--- config.mk ---
export PLATFORM = sky130hd
export DESIGN_NAME = cac_alarm_comparator
export DESIGN_NICKNAME = d
export VERILOG_FILES = /design/src/hw/cac_pkg.sv /design/src/hw/cac_alarm_comparator.sv
export VERILOG_INCLUDE_DIRS = /design/src /design/src/hw
export SDC_FILE = /design/constraint.sdc
export NUM_CORES = 1
export LEC_CHECK = 0
export ABC_CLOCK_PERIOD_IN_PS = 4800
export BUFFER_PORTS_ARGS = -buffer_cell sky130_fd_sc_hd__buf_2
export CAP_MARGIN = 10
export CORE_ASPECT_RATIO = 0.9
export CORE_UTILIZATION = 55
export DETAILED_ROUTE_END_ITERATION = 7
export PLACE_DENSITY = 0.8
export SLEW_MARGIN = 10
export SYNTH_ARGS = -nofsm -noshare
export SYNTH_HDL_FRONTEND = slang
export SYNTH_SLANG_ARGS = --single-unit
export TNS_END_PERCENT = 10
--- constraint.sdc ---
create_clock -name pclk -period 4.8 [get_ports pclk]
set_input_delay 0.96 -clock pclk [delete_from_list [all_inputs] [get_ports pclk]]
set_output_delay 0.96 -clock pclk [all_outputs]
set_load 0.01 [all_outputs]
--- src/hw/cac_regs.svh ---
// Register offsets, field positions and reset values of the alarm comparator.
// Assumes inclusion by bare name from the design file and testbench.
`ifndef CAC_REGS_SVH
`define CAC_REGS_SVH
`define CAC_OFF_HIGH_TRIP 12'h000
`define CAC_OFF_HIGH_REL 12'h004
`define CAC_OFF_LOW_TRIP 12'h008
`define CAC_OFF_LOW_REL 12'h00c
`define CAC_OFF_CFG 12'h010
`define CAC_OFF_STATUS 12'h014
`define CAC_OFF_IRQ_STAT 12'h018
`define CAC_OFF_IRQ_MASK 12'h01c
`define CAC_CFG_HIGH_OD 0
`define CAC_CFG_HIGH_POL 1
`define CAC_CFG_LOW_OD 2
`define CAC_CFG_LOW_POL 3
`define CAC_CFG_SEL_LSB 4
`define CAC_CFG_SLEEP 6
`define CAC_IRQ_HIGH 0
`define CAC_IRQ_LOW 1
`define CAC_IRQ_DONE 2
`define CAC_RST_LEVEL 14'h0000
`define CAC_RST_CFG 7'h00
`define CAC_RST_IRQ 3'h0
`endif

--- src/hw/cac_pkg.sv ---
// Types of the alarm comparator.
// Assumes the register header sits on the include path.
package cac_pkg;
    typedef enum logic [1:0] {
        CAC_SEL_DIGITAL = 2'b00,
        CAC_SEL_CAP_DENSITY = 2'b01,
        CAC_SEL_TEMP_DENSITY = 2'b10,
        CAC_SEL_BOTH_DENSITY = 2'b11
    } cac_out_sel_e;
    typedef logic [13:0] cac_level_t;
endpackage

--- src/hw/cac_alarm_comparator.sv ---
// Two hysteresis alarm comparators on the corrected capacitance, APB slave.
// Assumes conversion strobe, result and density streams come from pclk logic.
// Function
// - Alarms change only at conversion completion.
// - Four 14-bit unsigned threshold levels.
// - High alarm trips above on, releases below off.
// - Low alarm trips below on, releases above off.
// - Hysteresis lies between trip and release levels.
// - Both alarms run alongside any output mode.
// - Both density streams leave only high alarm.
// - Alarms update in continuous and sleep operation.
// - Each pin configured by its own field.
// - Per pin push-pull or open-drain driver.
// - Polarity zero drives pin high when active.
// - Polarity one drives pin low when active.
// - Inverted low pin becomes second high alarm.
// - Inverted high pin becomes second low alarm.
// - Temperature stream takes the low alarm pin.
//
// Design decisions made here: the APB register port and the address map.
`timescale 1ns/1ps
`include "cac_regs.svh"
module cac_alarm_comparator
    import cac_pkg::*;
(
    input wire logic pclk,
    input wire logic presetn,
    input wire logic psel,
    input wire logic penable,
    input wire logic pwrite,
    input wire logic [11:0] paddr,
    input wire logic [31:0] pwdata,
    input wire logic [3:0] pstrb,
    output logic [31:0] prdata,
    output logic pready,
    output logic pslverr,
    input wire logic conv_done,
    input wire logic [13:0] corrected_cap,
    input wire logic temperature_density_stream,
    output logic measure_wake_request,
    output logic alarm_high_out,
    output logic alarm_high_oe,
    output logic alarm_low_out,
    output logic alarm_low_oe,
    output logic irq
);
    cac_level_t high_trip_level_reg;
    cac_level_t high_release_level_reg;
    cac_level_t low_trip_level_reg;
    cac_level_t low_release_level_reg;
    logic [6:0] cfg_reg;
    logic high_active_reg;
    logic low_active_reg;
    logic [2:0] irq_stat_reg;
    logic [2:0] irq_mask_reg;
    logic [13:0] last_cap_reg;
    logic high_next;
    logic low_next;
    logic high_pin_next;
    logic low_pin_next;
    logic high_oe_next;
    logic low_oe_next;
    logic wr_en;
    logic rd_en;
    logic addr_ok;
    logic [31:0] rdata_next;
    logic [2:0] irq_set;
    cac_out_sel_e out_sel;

    // Trip when at or above the upper level, release when at or below the lower.
    function automatic logic hyst_rise(input logic act,
            input logic [13:0] v, input logic [13:0] up,
            input logic [13:0] dn);
        if (!act) begin
            hyst_rise = (v >= up);
        end else begin
            hyst_rise = !(v <= dn);
        end
    endfunction

    // Trip when at or below the lower level, release at or above the upper.
    function automatic logic hyst_fall(input logic act,
            input logic [13:0] v, input logic [13:0] dn,
            input logic [13:0] up);
        if (!act) begin
            hyst_fall = (v <= dn);
        end else begin
            hyst_fall = !(v >= up);
        end
    endfunction

    // Pin level: active follows polarity, open-drain only pulls low.
    function automatic logic [1:0] pin_drive(input logic act,
            input logic pol, input logic od);
        logic lvl;
        lvl = act ^ pol;
        if (od) begin
            pin_drive = {1'b0, !lvl};
        end else begin
            pin_drive = {lvl, 1'b1};
        end
    endfunction

    assign out_sel = cac_out_sel_e'(cfg_reg[`CAC_CFG_SEL_LSB +: 2]);
    assign wr_en = psel && penable && pwrite;
    assign rd_en = psel && !penable && !pwrite;
    assign addr_ok = (paddr[1:0] == 2'b00) && (paddr <= `CAC_OFF_IRQ_MASK);

    always_comb begin
        // Inverting polarity swaps trip and release roles.
        if (cfg_reg[`CAC_CFG_HIGH_POL]) begin
            high_next = hyst_fall(high_active_reg, corrected_cap,
                high_release_level_reg, high_trip_level_reg);
        end else begin
            high_next = hyst_rise(high_active_reg, corrected_cap,
                high_trip_level_reg, high_release_level_reg);
        end
        if (cfg_reg[`CAC_CFG_LOW_POL]) begin
            low_next = hyst_rise(low_active_reg, corrected_cap,
                low_release_level_reg, low_trip_level_reg);
        end else begin
            low_next = hyst_fall(low_active_reg, corrected_cap,
                low_trip_level_reg, low_release_level_reg);
        end
    end

    always_comb begin
        // Each pin reads only its own field of the configuration.
        {high_pin_next, high_oe_next} = pin_drive(high_active_reg,
            cfg_reg[`CAC_CFG_HIGH_POL], cfg_reg[`CAC_CFG_HIGH_OD]);
        {low_pin_next, low_oe_next} = pin_drive(low_active_reg,
            cfg_reg[`CAC_CFG_LOW_POL], cfg_reg[`CAC_CFG_LOW_OD]);
        // Temperature stream claims the low pin as push-pull.
        if (out_sel == CAC_SEL_TEMP_DENSITY ||
                out_sel == CAC_SEL_BOTH_DENSITY) begin
            low_pin_next = temperature_density_stream;
            low_oe_next = 1'b1;
        end
    end

    // Alarm state moves only on the completion strobe, in any mode.
    always_ff @(posedge pclk or negedge presetn) begin
        if (!presetn) begin
            high_active_reg <= 1'b0;
            low_active_reg <= 1'b0;
            last_cap_reg <= `CAC_RST_LEVEL;
        end else if (conv_done) begin
            high_active_reg <= high_next;
            low_active_reg <= low_next;
            last_cap_reg <= corrected_cap;
        end
    end

    always_ff @(posedge pclk or negedge presetn) begin
        if (!presetn) begin
            alarm_high_out <= 1'b0;
            alarm_high_oe <= 1'b1;
            alarm_low_out <= 1'b0;
            alarm_low_oe <= 1'b1;
        end else begin
            alarm_high_out <= high_pin_next;
            alarm_high_oe <= high_oe_next;
            alarm_low_out <= low_pin_next;
            alarm_low_oe <= low_oe_next;
        end
    end

    always_ff @(posedge pclk or negedge presetn) begin
        if (!presetn) begin
            high_trip_level_reg <= `CAC_RST_LEVEL;
            high_release_level_reg <= `CAC_RST_LEVEL;
            low_trip_level_reg <= `CAC_RST_LEVEL;
            low_release_level_reg <= `CAC_RST_LEVEL;
            cfg_reg <= `CAC_RST_CFG;
            irq_mask_reg <= `CAC_RST_IRQ;
        end else if (wr_en && pstrb[0] && pstrb[1]) begin
            unique case (paddr)
                `CAC_OFF_HIGH_TRIP: high_trip_level_reg <= pwdata[13:0];
                `CAC_OFF_HIGH_REL: high_release_level_reg <= pwdata[13:0];
                `CAC_OFF_LOW_TRIP: low_trip_level_reg <= pwdata[13:0];
                `CAC_OFF_LOW_REL: low_release_level_reg <= pwdata[13:0];
                `CAC_OFF_CFG: cfg_reg <= pwdata[6:0];
                `CAC_OFF_IRQ_MASK: irq_mask_reg <= pwdata[2:0];
                default: begin
                end
            endcase
        end
    end

    // Wake request pulses once per write of status bit 0 while the sleep bit is set.
    always_ff @(posedge pclk or negedge presetn) begin
        if (!presetn) begin
            measure_wake_request <= 1'b0;
        end else begin
            measure_wake_request <= wr_en && pstrb[0] &&
                (paddr == `CAC_OFF_STATUS) && pwdata[0] &&
                cfg_reg[`CAC_CFG_SLEEP];
        end
    end

    assign irq_set = {conv_done,
        conv_done && (low_next != low_active_reg),
        conv_done && (high_next != high_active_reg)};

    // A new event in the clearing cycle wins over the clear.
    always_ff @(posedge pclk or negedge presetn) begin
        if (!presetn) begin
            irq_stat_reg <= `CAC_RST_IRQ;
        end else if (wr_en && pstrb[0] && paddr == `CAC_OFF_IRQ_STAT) begin
            irq_stat_reg <= (irq_stat_reg & ~pwdata[2:0]) | irq_set;
        end else begin
            irq_stat_reg <= irq_stat_reg | irq_set;
        end
    end

    always_ff @(posedge pclk or negedge presetn) begin
        if (!presetn) begin
            irq <= 1'b0;
        end else begin
            irq <= |(irq_stat_reg & irq_mask_reg);
        end
    end

    always_comb begin
        rdata_next = 32'h0000_0000;
        unique case (paddr)
            `CAC_OFF_HIGH_TRIP: rdata_next[13:0] = high_trip_level_reg;
            `CAC_OFF_HIGH_REL: rdata_next[13:0] = high_release_level_reg;
            `CAC_OFF_LOW_TRIP: rdata_next[13:0] = low_trip_level_reg;
            `CAC_OFF_LOW_REL: rdata_next[13:0] = low_release_level_reg;
            `CAC_OFF_CFG: rdata_next[6:0] = cfg_reg;
            `CAC_OFF_STATUS: rdata_next[29:0] = {last_cap_reg, 14'h0000,
                low_active_reg, high_active_reg};
            `CAC_OFF_IRQ_STAT: rdata_next[2:0] = irq_stat_reg;
            `CAC_OFF_IRQ_MASK: rdata_next[2:0] = irq_mask_reg;
            default: rdata_next = 32'h0000_0000;
        endcase
    end

    // Registered read data adds no wait state but keeps outputs clean.
    always_ff @(posedge pclk or negedge presetn) begin
        if (!presetn) begin
            prdata <= 32'h0000_0000;
            pready <= 1'b0;
            pslverr <= 1'b0;
        end else begin
            pready <= psel && !penable;
            pslverr <= psel && !penable && !addr_ok;
            if (rd_en) begin
                prdata <= rdata_next;
            end
        end
    end

    AST_HOLD: assert property (@(posedge pclk) disable iff (!presetn)
        !conv_done |=> $stable(high_active_reg) && $stable(low_active_reg))
        else $error("alarm changed without conversion");
    AST_HIGH_TRIP: assert property (@(posedge pclk) disable iff (!presetn)
        conv_done && !cfg_reg[`CAC_CFG_HIGH_POL] && !high_active_reg &&
        corrected_cap >= high_trip_level_reg |=> high_active_reg)
        else $error("high alarm failed to trip");
    AST_HIGH_REL: assert property (@(posedge pclk) disable iff (!presetn)
        conv_done && !cfg_reg[`CAC_CFG_HIGH_POL] && high_active_reg &&
        corrected_cap <= high_release_level_reg |=> !high_active_reg)
        else $error("high alarm failed to release");
    AST_LOW_TRIP: assert property (@(posedge pclk) disable iff (!presetn)
        conv_done && !cfg_reg[`CAC_CFG_LOW_POL] && !low_active_reg &&
        corrected_cap <= low_trip_level_reg |=> low_active_reg)
        else $error("low alarm failed to trip");
    AST_LOW_INV: assert property (@(posedge pclk) disable iff (!presetn)
        conv_done && cfg_reg[`CAC_CFG_LOW_POL] && !low_active_reg &&
        corrected_cap >= low_release_level_reg |=> low_active_reg)
        else $error("inverted low alarm failed to trip");
    AST_HIGH_INV: assert property (@(posedge pclk) disable iff (!presetn)
        conv_done && cfg_reg[`CAC_CFG_HIGH_POL] && !high_active_reg &&
        corrected_cap <= high_release_level_reg |=> high_active_reg)
        else $error("inverted high alarm failed to trip");
    AST_PUSH_PULL: assert property (@(posedge pclk) disable iff (!presetn)
        !cfg_reg[`CAC_CFG_HIGH_OD] && $stable(cfg_reg) |=>
        alarm_high_oe && alarm_high_out ==
        ($past(high_active_reg) ^ $past(cfg_reg[`CAC_CFG_HIGH_POL])))
        else $error("push-pull high pin level wrong");
    AST_OPEN_DRAIN: assert property (@(posedge pclk) disable iff (!presetn)
        $past(cfg_reg[`CAC_CFG_HIGH_OD]) |-> !alarm_high_out)
        else $error("open-drain pin drove high");
    AST_TEMP_PIN: assert property (@(posedge pclk) disable iff (!presetn)
        $past(cfg_reg[`CAC_CFG_SEL_LSB + 1]) |-> alarm_low_out ==
        $past(temperature_density_stream))
        else $error("temperature stream not on low pin");
    // Release and hold checks pin the hysteresis band from both sides at polarity zero, so
    // a comparator there that ignores its release level cannot slip through.
    AST_LOW_REL: assert property (@(posedge pclk) disable iff (!presetn)
        conv_done && !cfg_reg[`CAC_CFG_LOW_POL] && low_active_reg &&
        corrected_cap >= low_release_level_reg |=> !low_active_reg)
        else $error("low alarm failed to release");
    AST_HIGH_HOLD: assert property (@(posedge pclk) disable iff (!presetn)
        conv_done && !cfg_reg[`CAC_CFG_HIGH_POL] && high_active_reg &&
        corrected_cap > high_release_level_reg |=> high_active_reg)
        else $error("high alarm left its band early");
    AST_LOW_HOLD: assert property (@(posedge pclk) disable iff (!presetn)
        conv_done && !cfg_reg[`CAC_CFG_LOW_POL] && low_active_reg &&
        corrected_cap < low_release_level_reg |=> low_active_reg)
        else $error("low alarm left its band early");
    AST_LOW_INV_REL: assert property (@(posedge pclk) disable iff (!presetn)
        conv_done && cfg_reg[`CAC_CFG_LOW_POL] && low_active_reg &&
        corrected_cap <= low_trip_level_reg |=> !low_active_reg)
        else $error("inverted low alarm failed to release");
    AST_HIGH_INV_REL: assert property (@(posedge pclk) disable iff (!presetn)
        conv_done && cfg_reg[`CAC_CFG_HIGH_POL] && high_active_reg &&
        corrected_cap >= high_trip_level_reg |=> !high_active_reg)
        else $error("inverted high alarm failed to release");
    AST_LOW_PUSH_PULL: assert property (@(posedge pclk) disable iff (!presetn)
        !cfg_reg[`CAC_CFG_LOW_OD] && !cfg_reg[`CAC_CFG_SEL_LSB + 1] &&
        $stable(cfg_reg) |=> alarm_low_oe && alarm_low_out ==
        ($past(low_active_reg) ^ $past(cfg_reg[`CAC_CFG_LOW_POL])))
        else $error("push-pull low pin level wrong");
    AST_LOW_OPEN_DRAIN: assert property (@(posedge pclk)
        disable iff (!presetn)
        $past(cfg_reg[`CAC_CFG_LOW_OD]) &&
        !$past(cfg_reg[`CAC_CFG_SEL_LSB + 1]) |-> !alarm_low_out)
        else $error("open-drain low pin drove high");
    AST_HIGH_OD_OE: assert property (@(posedge pclk) disable iff (!presetn)
        $past(cfg_reg[`CAC_CFG_HIGH_OD]) |-> alarm_high_oe ==
        !($past(high_active_reg) ^ $past(cfg_reg[`CAC_CFG_HIGH_POL])))
        else $error("open-drain high enable wrong");
    AST_TEMP_OE: assert property (@(posedge pclk) disable iff (!presetn)
        $past(cfg_reg[`CAC_CFG_SEL_LSB + 1]) |-> alarm_low_oe)
        else $error("temperature stream not driven");
    AST_IRQ_LEVEL: assert property (@(posedge pclk) disable iff (!presetn)
        irq == $past(|(irq_stat_reg & irq_mask_reg)))
        else $error("interrupt level wrong");
    AST_STAT_SET: assert property (@(posedge pclk) disable iff (!presetn)
        conv_done |=> irq_stat_reg[`CAC_IRQ_DONE])
        else $error("completion event lost against clear");
    AST_LAST_CAP: assert property (@(posedge pclk) disable iff (!presetn)
        conv_done |=> last_cap_reg == $past(corrected_cap))
        else $error("last result not captured");
    AST_WAKE: assert property (@(posedge pclk) disable iff (!presetn)
        measure_wake_request |-> $past(cfg_reg[`CAC_CFG_SLEEP]))
        else $error("wake request outside sleep operation");
    AST_PREADY: assert property (@(posedge pclk) disable iff (!presetn)
        psel && !penable |=> pready)
        else $error("bus answer missing after setup");
    AST_READY_PULSE: assert property (@(posedge pclk) disable iff (!presetn)
        pready |=> !pready)
        else $error("bus answer held too long");
    AST_SLVERR: assert property (@(posedge pclk) disable iff (!presetn)
        pslverr |-> pready)
        else $error("error flag without bus answer");
    COV_INV: cover property (@(posedge pclk) disable iff (!presetn)
        cfg_reg[`CAC_CFG_HIGH_POL] && cfg_reg[`CAC_CFG_LOW_POL] &&
        high_active_reg && low_active_reg);
    COV_HIGH: cover property (@(posedge pclk) disable iff (!presetn)
        $rose(high_active_reg));
    COV_LOW: cover property (@(posedge pclk) disable iff (!presetn)
        $rose(low_active_reg));
    COV_BOTH: cover property (@(posedge pclk) disable iff (!presetn)
        high_active_reg && low_active_reg);
    COV_IRQ: cover property (@(posedge pclk) disable iff (!presetn)
        $rose(irq));
endmodule

# Word-level counts from Yosys, hierarchy flattened
# Index checks and enable logic that the tools add are counted.
# word_totals
input_bits,69
wordCells,90
register_bits,123
output_inout_bits,40
# op_classes
n_eq_ne,11
muxes,15
magnitude_cmp,5
n_reduce_logical,33
bitwise_logic,7
# ops
operator,count
equality test 12 x 5 -> 1 bit (second input constant),4
greater-or-equal comparator 14 bit,2
<= comparator 14 bit,2
one-hot mux 7 bit (4 select lines),1
equality test 12 x 4 -> 1 bit (second input constant),2
one-hot mux 3 bit (8 select lines),1
one-hot mux 4 bit (5 select lines),1
2-to-1 mux 16 bit,1
logical AND 1 bit,14
equality test 12 x 3 -> 1 bit (second input constant),1
<= comparator 12 x 5 -> 1 bit (second input constant),1
zero test 12 bit,1
AND reduction 2 bit,6
zero test 1 bit,9
2-to-1 mux 1 bit,8
bitwise AND 3 bit,2
bitwise OR 3 bit,2
equality test 2 bit (second input constant),2
2-to-1 mux 2 bit,2
2-to-1 mux 3 bit,1
NOT 3 bit,1
OR reduction 3 bit,1
zero test 2 bit,1
!= test 1 bit,2
other kinds (2),3

# Logic depth before layout (Yosys ltp)
# depth
depth_word,8
ltp_mapped,9
ltp_nobuf,9

# Worst setup path after synthesis
# Ideal clock, no wire load.
# synth_timing
path_kind,input to register
startpoint,input port corrected_cap[0]
endpoint,register high_active_reg
slack_ns,2.165
path_buffers,0
required_time_ns,4.661
arrival_ns,2.496
path_stages,9
setup_time_ns,0.139
cell_sequence,inv_1 -> ha_1 -> nand2b_1 -> a21oi_1 -> o221ai_1 -> a21oi_1 -> o21ai_0 -> mux2i_1 -> or4_1
# synth_via
elab_chain_cells,4
elab_cells_between_ends,7
classes_between,2 x order compare; 3 x mux; 2 x reduce/logical
# synth_lines
element,line_no,text
from (decl),cac_alarm_comparator.sv:38,"input wire logic [13:0] corrected_cap,"
<= comparator 14 bit / greater-or-equal comparator 14 bit (equally long branches),--,
"zero test 1 bit, on equally long branches","cac_alarm_comparator.sv:77, cac_alarm_comparator.sv:88",
"2-to-1 mux 1 bit, on equally long branches","cac_alarm_comparator.sv:74, cac_alarm_comparator.sv:85",
2-to-1 mux 1 bit (*),cac_alarm_comparator.sv:111,if (cfg_reg[`CAC_CFG_HIGH_POL]) begin
to (signal assigned),cac_alarm_comparator.sv:148,high_active_reg <= high_next;
to (decl),cac_alarm_comparator.sv:52,logic high_active_reg;
# Every way passes the cells marked *; elsewhere a longest branch is shown, timed or not.
# A chain may end at the register's enable or synchronous reset.

# Worst setup path in the final report
# Same ends and word-level chain as after synthesis.

==> impl_metrics.json <==
{
  "run_status": "finished, final reports clean",
  "crit_path_cell_trace": "buf_2 > inv_1 > ha_1 > nand2b_1 > a21oi_1 > o221ai_1 > a21oi_1 > o21ai_0 > mux2i_1 > or4_1",
  "tritoncts": "done",
  "fin_worst_skew_ps": 14.1,
  "p_per_area_nw_per_um2": 335,
  "start_util_pct": 56.3,
  "grt_overflow": 0,
  "track_usage_pct": 30.0,
  "fin_nets": 855,
  "crit_path_frequent_cell": "a21oi_1",
  "cp-start-kind": "input port",
  "clock-sinks": 121,
  "synthCells": 649,
  "cts_resized": 0,
  "async_flop_share_pct": 100,
  "grt_pass1_vias": 5354,
  "crit_family": "compound AO/OA/AOI/OAI gates",
  "cp.required_ps": 5090,
  "via_per_inst": 6.03,
  "cts_buffer_depth": 2,
  "cap_violations": 0,
  "cts_setup_buffers": 0,
  "syn_to_final_growth_pct": 17.5,
  "grt_max_degree": 72,
  "avgRoutedWirePerCell_um": 19.0,
  "synth_edf_count": 0,
  "drive_above_1_share_pct": 21.9,
  "gp_congestion": 0.881,
  "rsz0062_at_grt": "no",
  "avgSynthCellArea_um2": 9.92,
  "ir_worst_vdd_mv": 0.236,
  "numCtsBuffers": 17,
  "hold_path_class": "reg -> reg",
  "path_buf_inv": 2,
  "top_register": "prdata",
  "largest_register_ffs": 28,
  "critPathMaxFanout": 4,
  "cp_slowest_cell": "or4_1",
  "io_pins": 109,
  "critical_path_depth": 10,
  "routed_wl_um": 17100,
  "io_buffers": 84,
  "drv_slew": 0,
  "p_leak_nw": 3.80,
  "antenna_left": 0,
  "hold_path_depth": 2,
  "finalHoldViolCount": 0,
  "crit_arrival_ps": 3170,
  "synth-seq-cells": 121,
  "die_w_um": 116,
  "end_kind": "flip-flop",
  "worstSkewPairLatency_ps": 420,
  "clk_pin_slew_worst_paths_ps": 60,
  "cpPeakStageDelay_ps": 480,
  "synthTopCellsByArea": "dfrtp_1 (46%), ha_1 (11%), o21ai_0 (6.0%), nand2_1 (5.4%), mux2_2 (5.1%)",
  "yosysSeqAreaShare_pct": 47.1,
  "hold_slack_ps": 470,
  "ys_types": 53,
  "synth_flop_cell": "dfrtp_1",
  "ff2ff_path_depth": 8,
  "drt-initial-drc-count": 536,
  "die_h_um": 105,
  "period_needed_ps": 2880,
  "drc": 0,
  "slew_headroom_pct": 41.4,
  "antennaDiodeCount": 0,
  "path_class": "in -> reg",
  "post-route-period-util_pct": 60.0,
  "synth_warnings": 0,
  "hpwl_um": 12000,
  "fin_setup_tns_ps": 0,
  "worstMarginPinSlew_ps": 870,
  "ctsHoldBuffers": 0,
  "antenna_found_initial": 0,
  "rows": 37,
  "synth_top_area_share_pct": 46.2,
  "setup_viol": 0,
  "grt_pass1_wl_um": 27000,
  "synth_top_area_cell": "dfrtp_1",
  "drtPass1Iterations": 6,
  "core_um2": 11400,
  "fmax_mhz": 347,
  "htreeDepth": 4,
  "syn_area_um2": 6440,
  "via_count": 5422,
  "die-area_um2": 12100,
  "clockRootBuffer": "clkbuf_16"
}
==> layout make-up <==
class	count	area [um^2]
Multi-Input combinational cell	441	3030
Tap cell	156	195
Inverter	58	218
Clock inverter	9	145
Clock buffer	23	468
Sequential cell	121	3030
Fill cell	845	3870
Timing Repair Buffer	91	475
==> through the flow <==
| stage | area (um^2) | cells | setup slack (ps) | util (%) | power [W] |
|---|---|---|---|---|---|
| 2_1_floorplan | 6450 | 652 | 2160 | - | 0.00114 |
| 3_3_place_gp | 6950 | 867 | 1670 | 60.8 | 0.00121 |
| 3_5_place_dp | 6950 | 867 | 1620 | 60.8 | 0.00122 |
| 4_1_cts | 7570 | 899 | 1940 | 66.2 | 0.00254 |
| 5_1_grt | 7570 | 899 | 1870 | 66.2 | 0.00261 |
| 6_report | 7570 | 899 | 1920 | 66.2 | 0.00254 |
==> final timing paths <==
| kind | slack (ps) | to | from |
|---|---|---|---|
| max | 1920 | high_active_reg | corrected_cap[0] |
| max reg2reg | 2330 | high_active_reg | high_trip_level_reg[0] |
| min reg2reg | 470 | prdata[7] | prdata[7] |
| min in group asynchronous | 650 | irq | presetn |
| min | 470 | prdata[7] | prdata[7] |
| max in group asynchronous | 3220 | high_release_level_reg[2] | presetn |
==> layout by cell type (no fill, tap or decap), types with 2 or more instances in the layout <==
master	instances
buf_2	83
clkbuf_8	2
dfrtp_1	119
nor4_2	2
nor2_4	2
nor3_1	6
xor2_1	2
conb_1	4
clkbuf_1	4
and3_1	4
ha_1	56
buf_4	8
a22o_1	17
mux4_2	2
nand3_1	7
a22oi_1	4
nand2_1	93
nand2b_1	5
nor2_1	19
nand4_1	12
inv_1	58
bufinv_16	4
a221oi_1	9
dfstp_2	2
a21oi_1	35
a211oi_1	4
mux2_2	29
clkinv_2	5
o221ai_1	4
nor2b_1	6
o21ai_0	77
clkbuf_16	17
a21o_1	3
nor3_2	2
and2_1	2
o22ai_1	7
mux2i_1	6
a31oi_1	5
==> logic make-up after synthesis <==
logic type	after synthesis	share of synthesized area (%)
AOI/OAI and AO/OA	171	16.1
and+or+nand+nor	170	12.8
DFF	121	47.1
buffers and inverters	90	5.99
adders and majority gates	56	10.9
muxes	37	6.70
xor gates and xnor gates	3	0.408
other	1	0.0582
==> Yosys cell counts, drive strengths merged (3+ instances only) <==
| master | instances |
|---|---|
| ha | 56 |
| o22ai | 7 |
| nand3 | 8 |
| a31oi | 5 |
| nand2b | 5 |
| a221oi | 9 |
| a211oi | 4 |
| o221ai | 4 |
| mux2i | 6 |
| a22oi | 4 |
| and3 | 4 |
| o21ai | 77 |
| clkbuf | 11 |
| a21o | 3 |
| nor4 | 3 |
| mux2 | 29 |
| a21oi | 35 |
| nor3 | 8 |
| nand2 | 94 |
| nand4 | 12 |
| inv | 58 |
| buf | 21 |
| nor2b | 6 |
| dfrtp | 119 |
| nor2 | 22 |
| a22o | 17 |
==> routing by layer <==
layer  GRT usage [%]  vias up  routed length (um)
met1            39.1     2629                7020
li1                -     2467                   -
met5               0        -                   0
met4            14.1        0                 552
met3            9.40       51                1560
met2            45.2      275                7950
==> power breakdown <==
group	internal, W	switching (W)
sequential	0.00104	0.00000850
combinational	0.0000547	0.000108
clock	0.000891	0.000438
==> worst register-to-register path, stage by stage (launching register included) <==
cell	delay [ps]
dfrtp_1	410
ha_1	300
nand2b_1	150
a21oi_1	200
o221ai_1	170
a21oi_1	180
o21ai_0	260
mux2i_1	190
or4_1	480
Power figures use the tool's default switching activity.
